**src/shared/ptu_pkg.sv**
```systemverilog
package ptu_pkg;

    // Register indices; the byte address on the port is four times the index
    localparam logic [5:0] IDX_MODE = 6'h2A;
    localparam logic [5:0] IDX_PRE_LO = 6'h2B;
    localparam logic [5:0] IDX_RLD_HI = 6'h2C;
    localparam logic [5:0] IDX_RLD_LO = 6'h2D;
    localparam logic [5:0] IDX_CNT_HI = 6'h2E;
    localparam logic [5:0] IDX_CNT_LO = 6'h2F;
    localparam logic [5:0] IDX_CTRL = 6'h0C;
    localparam logic [5:0] IDX_STAT = 6'h0D;
    localparam logic [5:0] IDX_IRQ_ST = 6'h0E;
    localparam logic [5:0] IDX_IRQ_MASK = 6'h0F;
    localparam logic [5:0] IDX_CFG = 6'h10;

    // Reset values
    localparam logic [7:0] RST_MODE = 8'h00;
    localparam logic [7:0] RST_BYTE = 8'h00;
    localparam logic [1:0] RST_CFG = 2'h0;
    localparam logic [1:0] RST_IRQ = 2'h0;

    // Field positions in the control and interrupt registers
    localparam int CTRL_START_BIT = 0;
    localparam int CTRL_STOP_BIT = 1;
    localparam int IRQ_ZERO_BIT = 0;
    localparam int IRQ_RXSTOP_BIT = 1;

    // Gate source codes
    localparam logic [1:0] GATE_NONE = 2'h0;
    localparam logic [1:0] GATE_MUX = 2'h1;
    localparam logic [1:0] GATE_AUX = 2'h2;

    // Received bits that end the protocol-driven count (start bit plus four)
    localparam logic [2:0] RX_STOP_BITS = 3'h5;

    // Timer mode register layout, bit 7 down to bit 0
    typedef struct packed {
        logic protocol_start_en;
        logic [1:0] gate_select;
        logic auto_reload_en;
        logic [3:0] prescale_upper;
    } ptu_mode_t;

    // Loose configuration bits gathered in one register
    typedef struct packed {
        logic multi_receive_mode;
        logic even_divide_sel;
    } ptu_cfg_t;

endpackage

```
**src/hw/ptu_timer.sv**
```systemverilog
`timescale 1ns/1ps
module ptu_timer #(
    parameter int CNT_W = 16,
    parameter int PRE_W = 12
) (
    input wire logic clk_i,
    input wire logic rst_i,
    input wire logic [7:0] addr_i,
    input wire logic [7:0] wr_data_i,
    input wire logic wr_en_i,
    input wire logic rd_en_i,
    output logic [7:0] rd_data_o,
    input wire logic ref_tick_i,
    input wire logic tx_end_i,
    input wire logic rx_bit_i,
    input wire logic mux_input_pin_i,
    input wire logic aux_pin_one_i,
    output logic count_active_o,
    output logic irq_o
);

    // Register split into bytes fixes both widths
    if (CNT_W != 16 || PRE_W != 12)
    begin : g_check
        $error("ptu_timer supports only CNT_W 16 and PRE_W 12");
    end

    ptu_pkg::ptu_mode_t mode_q, mode_d;
    ptu_pkg::ptu_cfg_t cfg_q, cfg_d;
    logic [7:0] pre_lo_q, pre_lo_d;
    logic [7:0] rld_hi_q, rld_hi_d;
    logic [7:0] rld_lo_q, rld_lo_d;
    logic [1:0] irq_st_q, irq_st_d;
    logic [1:0] irq_mask_q, irq_mask_d;
    logic [7:0] rd_data_q, rd_data_d;
    logic irq_q, irq_d;
    logic act_q, act_d;
    logic [CNT_W-1:0] cnt_q, cnt_d;
    logic [PRE_W:0] pre_q, pre_d;
    logic [2:0] rxb_q, rxb_d;
    logic run_q, run_d;

    logic [5:0] idx;
    logic bus_ok;
    logic wr_hit_ctrl;
    logic sw_start;
    logic stop_req;
    logic start_ev;
    logic gate_open;
    logic rx_stop_en;
    logic [PRE_W:0] pre_last;
    logic [CNT_W-1:0] reload;
    logic tick;
    logic zero_ev;
    logic rxstop_ev;

    // Word-aligned byte addresses only; low address bits must be zero
    assign idx = addr_i[7:2];
    assign bus_ok = (addr_i[1:0] == 2'h0);
    assign wr_hit_ctrl = wr_en_i && bus_ok && (idx == ptu_pkg::IDX_CTRL);
    assign sw_start = wr_hit_ctrl && wr_data_i[ptu_pkg::CTRL_START_BIT];
    assign stop_req = wr_hit_ctrl && wr_data_i[ptu_pkg::CTRL_STOP_BIT];

    // Start comes from the protocol only when enabled, or from software
    assign start_ev = (mode_q.protocol_start_en && tx_end_i) || sw_start;
    assign rx_stop_en = mode_q.protocol_start_en && !cfg_q.multi_receive_mode;
    assign reload = {rld_hi_q, rld_lo_q};

    // Code 11 is treated as a closed gate so the timer cannot run uncontrolled
    always_comb
    begin
        case (mode_q.gate_select)
            ptu_pkg::GATE_NONE: gate_open = 1'b1;
            ptu_pkg::GATE_MUX: gate_open = mux_input_pin_i;
            ptu_pkg::GATE_AUX: gate_open = aux_pin_one_i;
            default: gate_open = 1'b0;
        endcase
    end

    // Division minus one is {P, even}: 2P+1 or 2P+2 ticks of the reference
    assign pre_last = {mode_q.prescale_upper, pre_lo_q, cfg_q.even_divide_sel};
    assign tick = run_q && gate_open && ref_tick_i && (pre_q == pre_last);

    // Register file next values; writes to the reload bytes never touch cnt_q
    always_comb
    begin
        mode_d = mode_q;
        cfg_d = cfg_q;
        pre_lo_d = pre_lo_q;
        rld_hi_d = rld_hi_q;
        rld_lo_d = rld_lo_q;
        irq_mask_d = irq_mask_q;
        irq_st_d = irq_st_q;
        if (wr_en_i && bus_ok)
        begin
            case (idx)
                ptu_pkg::IDX_MODE: mode_d = wr_data_i;
                ptu_pkg::IDX_PRE_LO: pre_lo_d = wr_data_i;
                ptu_pkg::IDX_RLD_HI: rld_hi_d = wr_data_i;
                ptu_pkg::IDX_RLD_LO: rld_lo_d = wr_data_i;
                ptu_pkg::IDX_CFG: cfg_d = wr_data_i[1:0];
                ptu_pkg::IDX_IRQ_MASK: irq_mask_d = wr_data_i[1:0];
                ptu_pkg::IDX_IRQ_ST: irq_st_d = irq_st_q & ~wr_data_i[1:0];
                default: ;
            endcase
        end
        // Set after clear, so an event in the clearing cycle survives
        if (zero_ev)
        begin
            irq_st_d[ptu_pkg::IRQ_ZERO_BIT] = 1'b1;
        end
        if (rxstop_ev)
        begin
            irq_st_d[ptu_pkg::IRQ_RXSTOP_BIT] = 1'b1;
        end
    end

    // Read mux; unmapped or misaligned addresses read as zero
    always_comb
    begin
        rd_data_d = 8'h00;
        if (rd_en_i && bus_ok)
        begin
            case (idx)
                ptu_pkg::IDX_MODE: rd_data_d = mode_q;
                ptu_pkg::IDX_PRE_LO: rd_data_d = pre_lo_q;
                ptu_pkg::IDX_RLD_HI: rd_data_d = rld_hi_q;
                ptu_pkg::IDX_RLD_LO: rd_data_d = rld_lo_q;
                ptu_pkg::IDX_CNT_HI: rd_data_d = cnt_q[15:8];
                ptu_pkg::IDX_CNT_LO: rd_data_d = cnt_q[7:0];
                ptu_pkg::IDX_STAT: rd_data_d = {7'h00, act_q};
                ptu_pkg::IDX_IRQ_ST: rd_data_d = {6'h00, irq_st_q};
                ptu_pkg::IDX_IRQ_MASK: rd_data_d = {6'h00, irq_mask_q};
                ptu_pkg::IDX_CFG: rd_data_d = {6'h00, cfg_q};
                default: rd_data_d = 8'h00;
            endcase
        end
    end

    // Timer core: stop beats start, start beats counting
    always_comb
    begin
        cnt_d = cnt_q;
        run_d = run_q;
        pre_d = pre_q;
        rxb_d = rxb_q;
        zero_ev = 1'b0;
        rxstop_ev = 1'b0;
        if (stop_req)
        begin
            run_d = 1'b0;
        end
        else if (start_ev)
        begin
            cnt_d = reload;
            run_d = 1'b1;
            pre_d = '0;
            rxb_d = 3'h0;
        end
        else if (run_q)
        begin
            // Prescaler only advances while the gate is open
            if (gate_open && ref_tick_i)
            begin
                if (tick)
                begin
                    pre_d = '0;
                    if (cnt_q == '0)
                    begin
                        zero_ev = 1'b1;
                        if (mode_q.auto_reload_en)
                        begin
                            cnt_d = reload;
                        end
                        else
                        begin
                            run_d = 1'b0;
                        end
                    end
                    else
                    begin
                        cnt_d = cnt_q - 1'b1;
                    end
                end
                else
                begin
                    pre_d = pre_q + 1'b1;
                end
            end
            // Reception stops the count in single-reception protocol mode
            if (rx_stop_en && rx_bit_i)
            begin
                rxb_d = rxb_q + 3'h1;
                if (rxb_q == ptu_pkg::RX_STOP_BITS - 3'h1)
                begin
                    run_d = 1'b0;
                    rxstop_ev = 1'b1;
                end
            end
        end
    end

    // Status and interrupt outputs are registered copies
    assign act_d = run_q && gate_open;
    assign irq_d = |(irq_st_q & irq_mask_q);

    // State registers
    always_ff @(posedge clk_i)
    begin
        if (rst_i)
        begin
            mode_q <= ptu_pkg::RST_MODE;
            cfg_q <= ptu_pkg::RST_CFG;
            pre_lo_q <= ptu_pkg::RST_BYTE;
            rld_hi_q <= ptu_pkg::RST_BYTE;
            rld_lo_q <= ptu_pkg::RST_BYTE;
            irq_st_q <= ptu_pkg::RST_IRQ;
            irq_mask_q <= ptu_pkg::RST_IRQ;
            rd_data_q <= 8'h00;
            irq_q <= 1'b0;
            act_q <= 1'b0;
            cnt_q <= '0;
            pre_q <= '0;
            rxb_q <= 3'h0;
            run_q <= 1'b0;
        end
        else
        begin
            mode_q <= mode_d;
            cfg_q <= cfg_d;
            pre_lo_q <= pre_lo_d;
            rld_hi_q <= rld_hi_d;
            rld_lo_q <= rld_lo_d;
            irq_st_q <= irq_st_d;
            irq_mask_q <= irq_mask_d;
            rd_data_q <= rd_data_d;
            irq_q <= irq_d;
            act_q <= act_d;
            cnt_q <= cnt_d;
            pre_q <= pre_d;
            rxb_q <= rxb_d;
            run_q <= run_d;
        end
    end

    assign rd_data_o = rd_data_q;
    assign irq_o = irq_q;
    assign count_active_o = act_q;
endmodule

```
**config.mk**
```make
export PLATFORM = sky130hd
export DESIGN_NAME = ptu_timer
export DESIGN_NICKNAME = d
export VERILOG_FILES = /design/src/shared/ptu_pkg.sv /design/src/hw/ptu_timer.sv
export SDC_FILE = /design/constraint.sdc
export NUM_CORES = 1
export LEC_CHECK = 0
export BUFFER_PORTS_ARGS = -buffer_cell sky130_fd_sc_hd__clkbuf_2
export CAP_MARGIN = 40
export CORE_MARGIN = 10
export CORE_UTILIZATION = 35
export CTS_CLUSTER_DIAMETER = 150
export DETAILED_ROUTE_END_ITERATION = 16
export GPL_TIMING_DRIVEN = 0
export HOLD_SLACK_MARGIN = 0.08
export PLACE_DENSITY = 0.62
export RECOVER_POWER = 100
export SYNTH_ARGS = -nofsm -noshare
export SYNTH_HDL_FRONTEND = slang
export SYNTH_SLANG_ARGS = --single-unit
```
**constraint.sdc**
```tcl
create_clock -name clk_i -period 2.29 [get_ports clk_i]
set_clock_uncertainty 0.1 [all_clocks]
set_input_delay 0.1145 -clock clk_i [delete_from_list [all_inputs] [get_ports clk_i]]
set_output_delay 0.1145 -clock clk_i [all_outputs]
set_load 0.05 [all_outputs]
```
# ---- Yosys cells after proc, flatten, opt, wreduce, memory -nomap -nowiden
# Index checks and enable logic that the tools add are counted.
# Widths: inputs -> output; s select.
dict set report op_classes {
  n_addsub 3
  n_eq_ne 16
  n_mux 38
  bitwise_logic 5
  n_reduce_logical 39
}
# cell n
set op_table {}
lappend op_table {{$mux 16} 6}
lappend op_table {{$pmux 8 s10} 1}
lappend op_table {{$mux 13} 4}
lappend op_table {{$eq 6x6->1 const B} 6}
lappend op_table {{$eq 6x4->1 const B} 4}
lappend op_table {{$mux 1} 21}
lappend op_table {{$logic_not 16->1} 1}
lappend op_table {{$reduce_and 2->1} 8}
lappend op_table {{$reduce_bool 2->1} 8}
lappend op_table {{$sub 16x1->16 const B} 1}
lappend op_table {{$add 13x1->13 const B} 1}
lappend op_table {{$eq 13x13->1} 1}
lappend op_table {{$logic_and 1x1->1} 12}
lappend op_table {{$mux 3} 3}
lappend op_table {{$eq 6x5->1 const B} 1}
lappend op_table {{$reduce_and 3->1} 2}
lappend op_table {{$reduce_or 2->1} 3}
lappend op_table {{$reduce_and 5->1} 1}
lappend op_table {{$and 2x2->2} 2}
lappend op_table {{$logic_not 2->1} 2}
lappend op_table {{$mux 2} 2}
lappend op_table {{$add 3x1->3 const B} 1}
lappend op_table {{$eq 3x3->1 const B} 1}
lappend op_table {{$ne 3x3->1 const B} 1}
lappend op_table {{other kinds (7)} 8}
dict set report word_totals {
  ff_bits 81
  output_inout_bits 10
  elab_cells 120
}

# ---- Logic depth before layout (Yosys ltp)
dict set report depth {
  ltp_word 12
  ltp_mapped 10
  ltp_nobuf 8
}

# ---- Worst setup path before layout
# No wires, ideal clock.
dict set report synth_path {
  path_kind {register -> register}
  startpoint {register cnt_q[9]}
  endpoint {register cnt_q[13]}
  setup_ps 132
  arrival_ps 2271
  required_time_ps 2058
  path_slack_ps -213
  path_stages_with_launch 11
  n_path_buf 4
  synth_period_minus_slack_ps 2503
  path_cell_list {dfxtp_1 -> buf_6 -> or4_4 -> or3_1 -> clkbuf_2 -> o31a_1 -> nand4_2 -> and2_1 -> buf_6 -> buf_8 -> o32ai_1}
}
dict set report synth_via {
  elab_chain_cells 6
  elab_cells_between_ends 9
}
# element line_no
set synth_lines {}
lappend synth_lines {{start, declared} ptu_timer.sv:38} ;# logic [CNT_W-1:0] cnt_q, cnt_d;
lappend synth_lines {{start signal, assigned} ptu_timer.sv:239} ;# cnt_q <= cnt_d;
lappend synth_lines {{$sub 16x1->16 / $logic_not 16->1 (equally long branches)} {ptu_timer.sv:182, ptu_timer.sv:168}}
lappend synth_lines {{$mux 16} ptu_timer.sv:168} ;# if (cnt_q == '0)
lappend synth_lines {{$mux 16} ptu_timer.sv:165} ;# if (tick)
lappend synth_lines {{$mux 16} ptu_timer.sv:163} ;# if (gate_open && ref_tick_i)
lappend synth_lines {{$mux 16} ptu_timer.sv:160} ;# else if (run_q)
lappend synth_lines {{$mux 16} ptu_timer.sv:153} ;# else if (start_ev)
# Parallel ways exist; a longest one is shown, timed or not. The select of a mux whose other input is x is not followed.
# A chain may end at the register's enable or synchronous reset.

# ---- Final worst setup path
dict set report layout_path {
  startpoint {register cnt_q[9]}
  endpoint {register cnt_q[9]}
}
# The elaborated chain is that of the path after synthesis.

==> flow_summary.ini <==
[pwr]
ir_drop_uv = 350
p_sw_mw = 0.672
clockPowerShare = 0.466
power.total_mw = 2.90
switching_share = 0.232
leakagePower_nw = 1.97
p_comb_frac = 0.049
p_per_area_nw_per_um2 = 544
internal_power_mw = 2.23
sequentialPowerShare = 0.486

[cells_and_area]
finalNonFillerCells = 778
seq_area_um2 = 1630
final_area_um2 = 5330
layout.nets = 637
fin_util = 0.438
num_antenna_cells = 0
fillCellCount = 1238
drive_above_1_share = 0.139
multi_input_area_um2 = 2710
areaGrowthSynthToFinish_pct = 21.3

[global_route]
antenna_found_initial = 0
grt_max_degree = 13
grt.overflow.total = 0
grt_use_total = 0.162
grt_pass1_vias = 4377
grt_first_pass_wirelength_mm = 23.1

[sta]
timing.hold.ws_ns = 0.118
hold_viol_final = 0
setup_tns_ns = -1.31
setup_viol = 16
max_freq_mhz = 417
maxSlewViolCount = 0
setup_slack_ns = -0.110
rsz0062_at_grt = yes
relSlewSlack = 0.366
post-route-min-period_ns = 2.40
worst_pin_slew_ns = 0.944
finalCritPeriodShare = 1.05

[clock_network]
numCtsBuffers = 9
cts_sinks = 81
h-tree-depth = 3
cts_tree = yes
clk_pin_slew_ns = 0.06
clk_latency_ns = 0.34
cts_root_buf = clkbuf_16
cts_buffer_depth = 2

[synthesis]
synth_nets = 581
synth_area_um2 = 4400
synthTopCellsByCount = dfxtp_1, nor2_1, a21oi_1
synth_top_cell_by_area = dfxtp_1
ys_types = 60
avgSynthCellArea_um2 = 7.98
netlist.area_leader.share = 0.369
synth_ff_type = dfxtp_1
synth_edf_count = 0
ys_ff_latch = 81
yosysMostFrequentCell = dfxtp_1
synthTopCellsByArea = dfxtp_1, a21oi_1, mux2i_1, nor2_1, nand2_1
synthCells = 551
ys_seq_area_frac = 0.369
async_flop_share = 0
yosysWarnings = 0

[setup_path]
critPathTopFamily = simple AND/OR/NAND/NOR gates
arrival_ns = 2.51
critPathBufInv = 1
r2r_slack_ns = -0.11
critical_path.slowest_cell = or4_4
max_stage_delay_ns = 0.55
end_kind = flip-flop
crit_path_start_kind = flip-flop
crit_chain = or4_4, or3_4, o31a_1, nand4_4, and2_4, buf_4, o32ai_1
crit_fanout = 4
required_ns = 2.39
worst-setup-path-type = flip-flop to flip-flop

[drt]
num_vias = 4559
drc = 0
drtPass1Iterations = 7
wl_per_cell_um = 18.5
vias_per_cell = 5.86
drtIter0Drc = 455
final_antenna_net_count = 0
routed_wl_mm = 14.4

[die]
core.rowCount = 40
io_pins = 35
die_h_um = 132
die_w_um = 132
start_util = 0.362
die_area_um2 = 17400
core-area_um2 = 12200

[place]
numPortBuffers = 31
dp_hpwl_mm = 10.6
dp.cells = 751
gp_congestion = 0.927
place_ws_ns = -0.479
placed_area_um2 = 4770

[worst_hold_path]
hold_path_class = input port to flip-flop

[run]
drv_cap = 0

[run_status]
violations = negative setup slack
status = finished, violations left
==> metal layers <==
layer	global-route usage	routed length [um]	share of wire	vias to the layer above
li1	-	-	-	2130
met4	0.0705	311	0.022	0
met2	0.235	6240	0.43	237
met3	0.0347	1090	0.076	26
met1	0.225	6770	0.47	2166
met5	0	0	0	-
==> cells by family after synthesis <==
group	after synthesis	share of synthesized area
AND/OR/NAND/NOR	237	0.263
AO/OA/AOI/OAI	131	0.198
flip-flops	81	0.369
buffers and inverters	48	0.0501
multiplexers	30	0.0686
XOR/XNOR	19	0.0378
adder cells (fa/ha/maj)	5	0.0142
==> flip-flops by register name, summed over array words and instances, names as in the netlist <==
register / flops
cfg_q: 2
irq_o: 1
cnt_q: 16
irq_mask_q: 2
rd_data_o: 8
run_q: 1
pre_q: 13
rxb_q: 3
count_active_o: 1
irq_st_q: 2
pre_lo_q: 8
rld_lo_q: 8
rld_hi_q: 8
mode_q: 8
==> what timing repair did <==
| action | CTS | global route |
|---|---|---|
| setup buffers | 7 | 4 |
| gates cloned | 1 | 0 |
| endpoints found under the hold margin | 30 | 0 |
| pin swaps | 5 | 12 |
| hold buffers | 8 | 0 |
| endpoints found under the setup margin | 26 | 38 |
| resized for setup | 18 | 24 |
==> final cells by class <==
type | count | area share
Inverter | 12 | 0.00845
Buffer | 30 | 0.0277
Multi-Input combinational cell | 422 | 0.508
Tap cell | 168 | 0.0394
Clock buffer | 11 | 0.0474
Clock inverter | 3 | 0.00329
Timing Repair Buffer | 51 | 0.0605
Sequential cell | 81 | 0.306
==> worst min-delay path, cell delays in order <==
cell and delay (ns):
clkbuf_2 0.12, a31oi_1 0.09, o21a_1 0.18
==> path summary, 6_finish.rpt <==
check          startpoint     endpoint  depth (start not counted)
max              cnt_q[9]     cnt_q[9]                          7
min          wr_data_i[0]  irq_st_q[0]                          3
max reg2reg      cnt_q[9]     cnt_q[9]                          7
min reg2reg      rxb_q[2]     rxb_q[2]                          2
==> power by group through the flow <==
stage | sequential [mW] | clock (mW) | combinational [mW]
6_report | 1.41 | 1.35 | 0.141
5_1_grt | 1.41 | 1.41 | 0.153
2_1_floorplan | 1.44 | 0 | 0.0632
3_5_place_dp | 1.44 | 0 | 0.124
3_3_place_gp | 1.44 | 0 | 0.122
4_1_cts | 1.41 | 1.37 | 0.137
==> cells in the final DEF, fill, tap and decap left out, types with 8 or more instances in the layout <==
cell type       n
a21oi_1        61
a221oi_1        8
a22oi_1        11
buf_4          11
clkbuf_1       34
clkbuf_16       9
clkbuf_2       23
dfxtp_1        77
dlygate4sd3_1   8
inv_1          12
mux2i_1        29
nand2_1        54
nand3_1        34
nor2_1         65
nor3_1         23
nor4_1         11
o21ai_0         8
xnor2_1        14
Note: power is estimated with default switching activity, not from simulation.
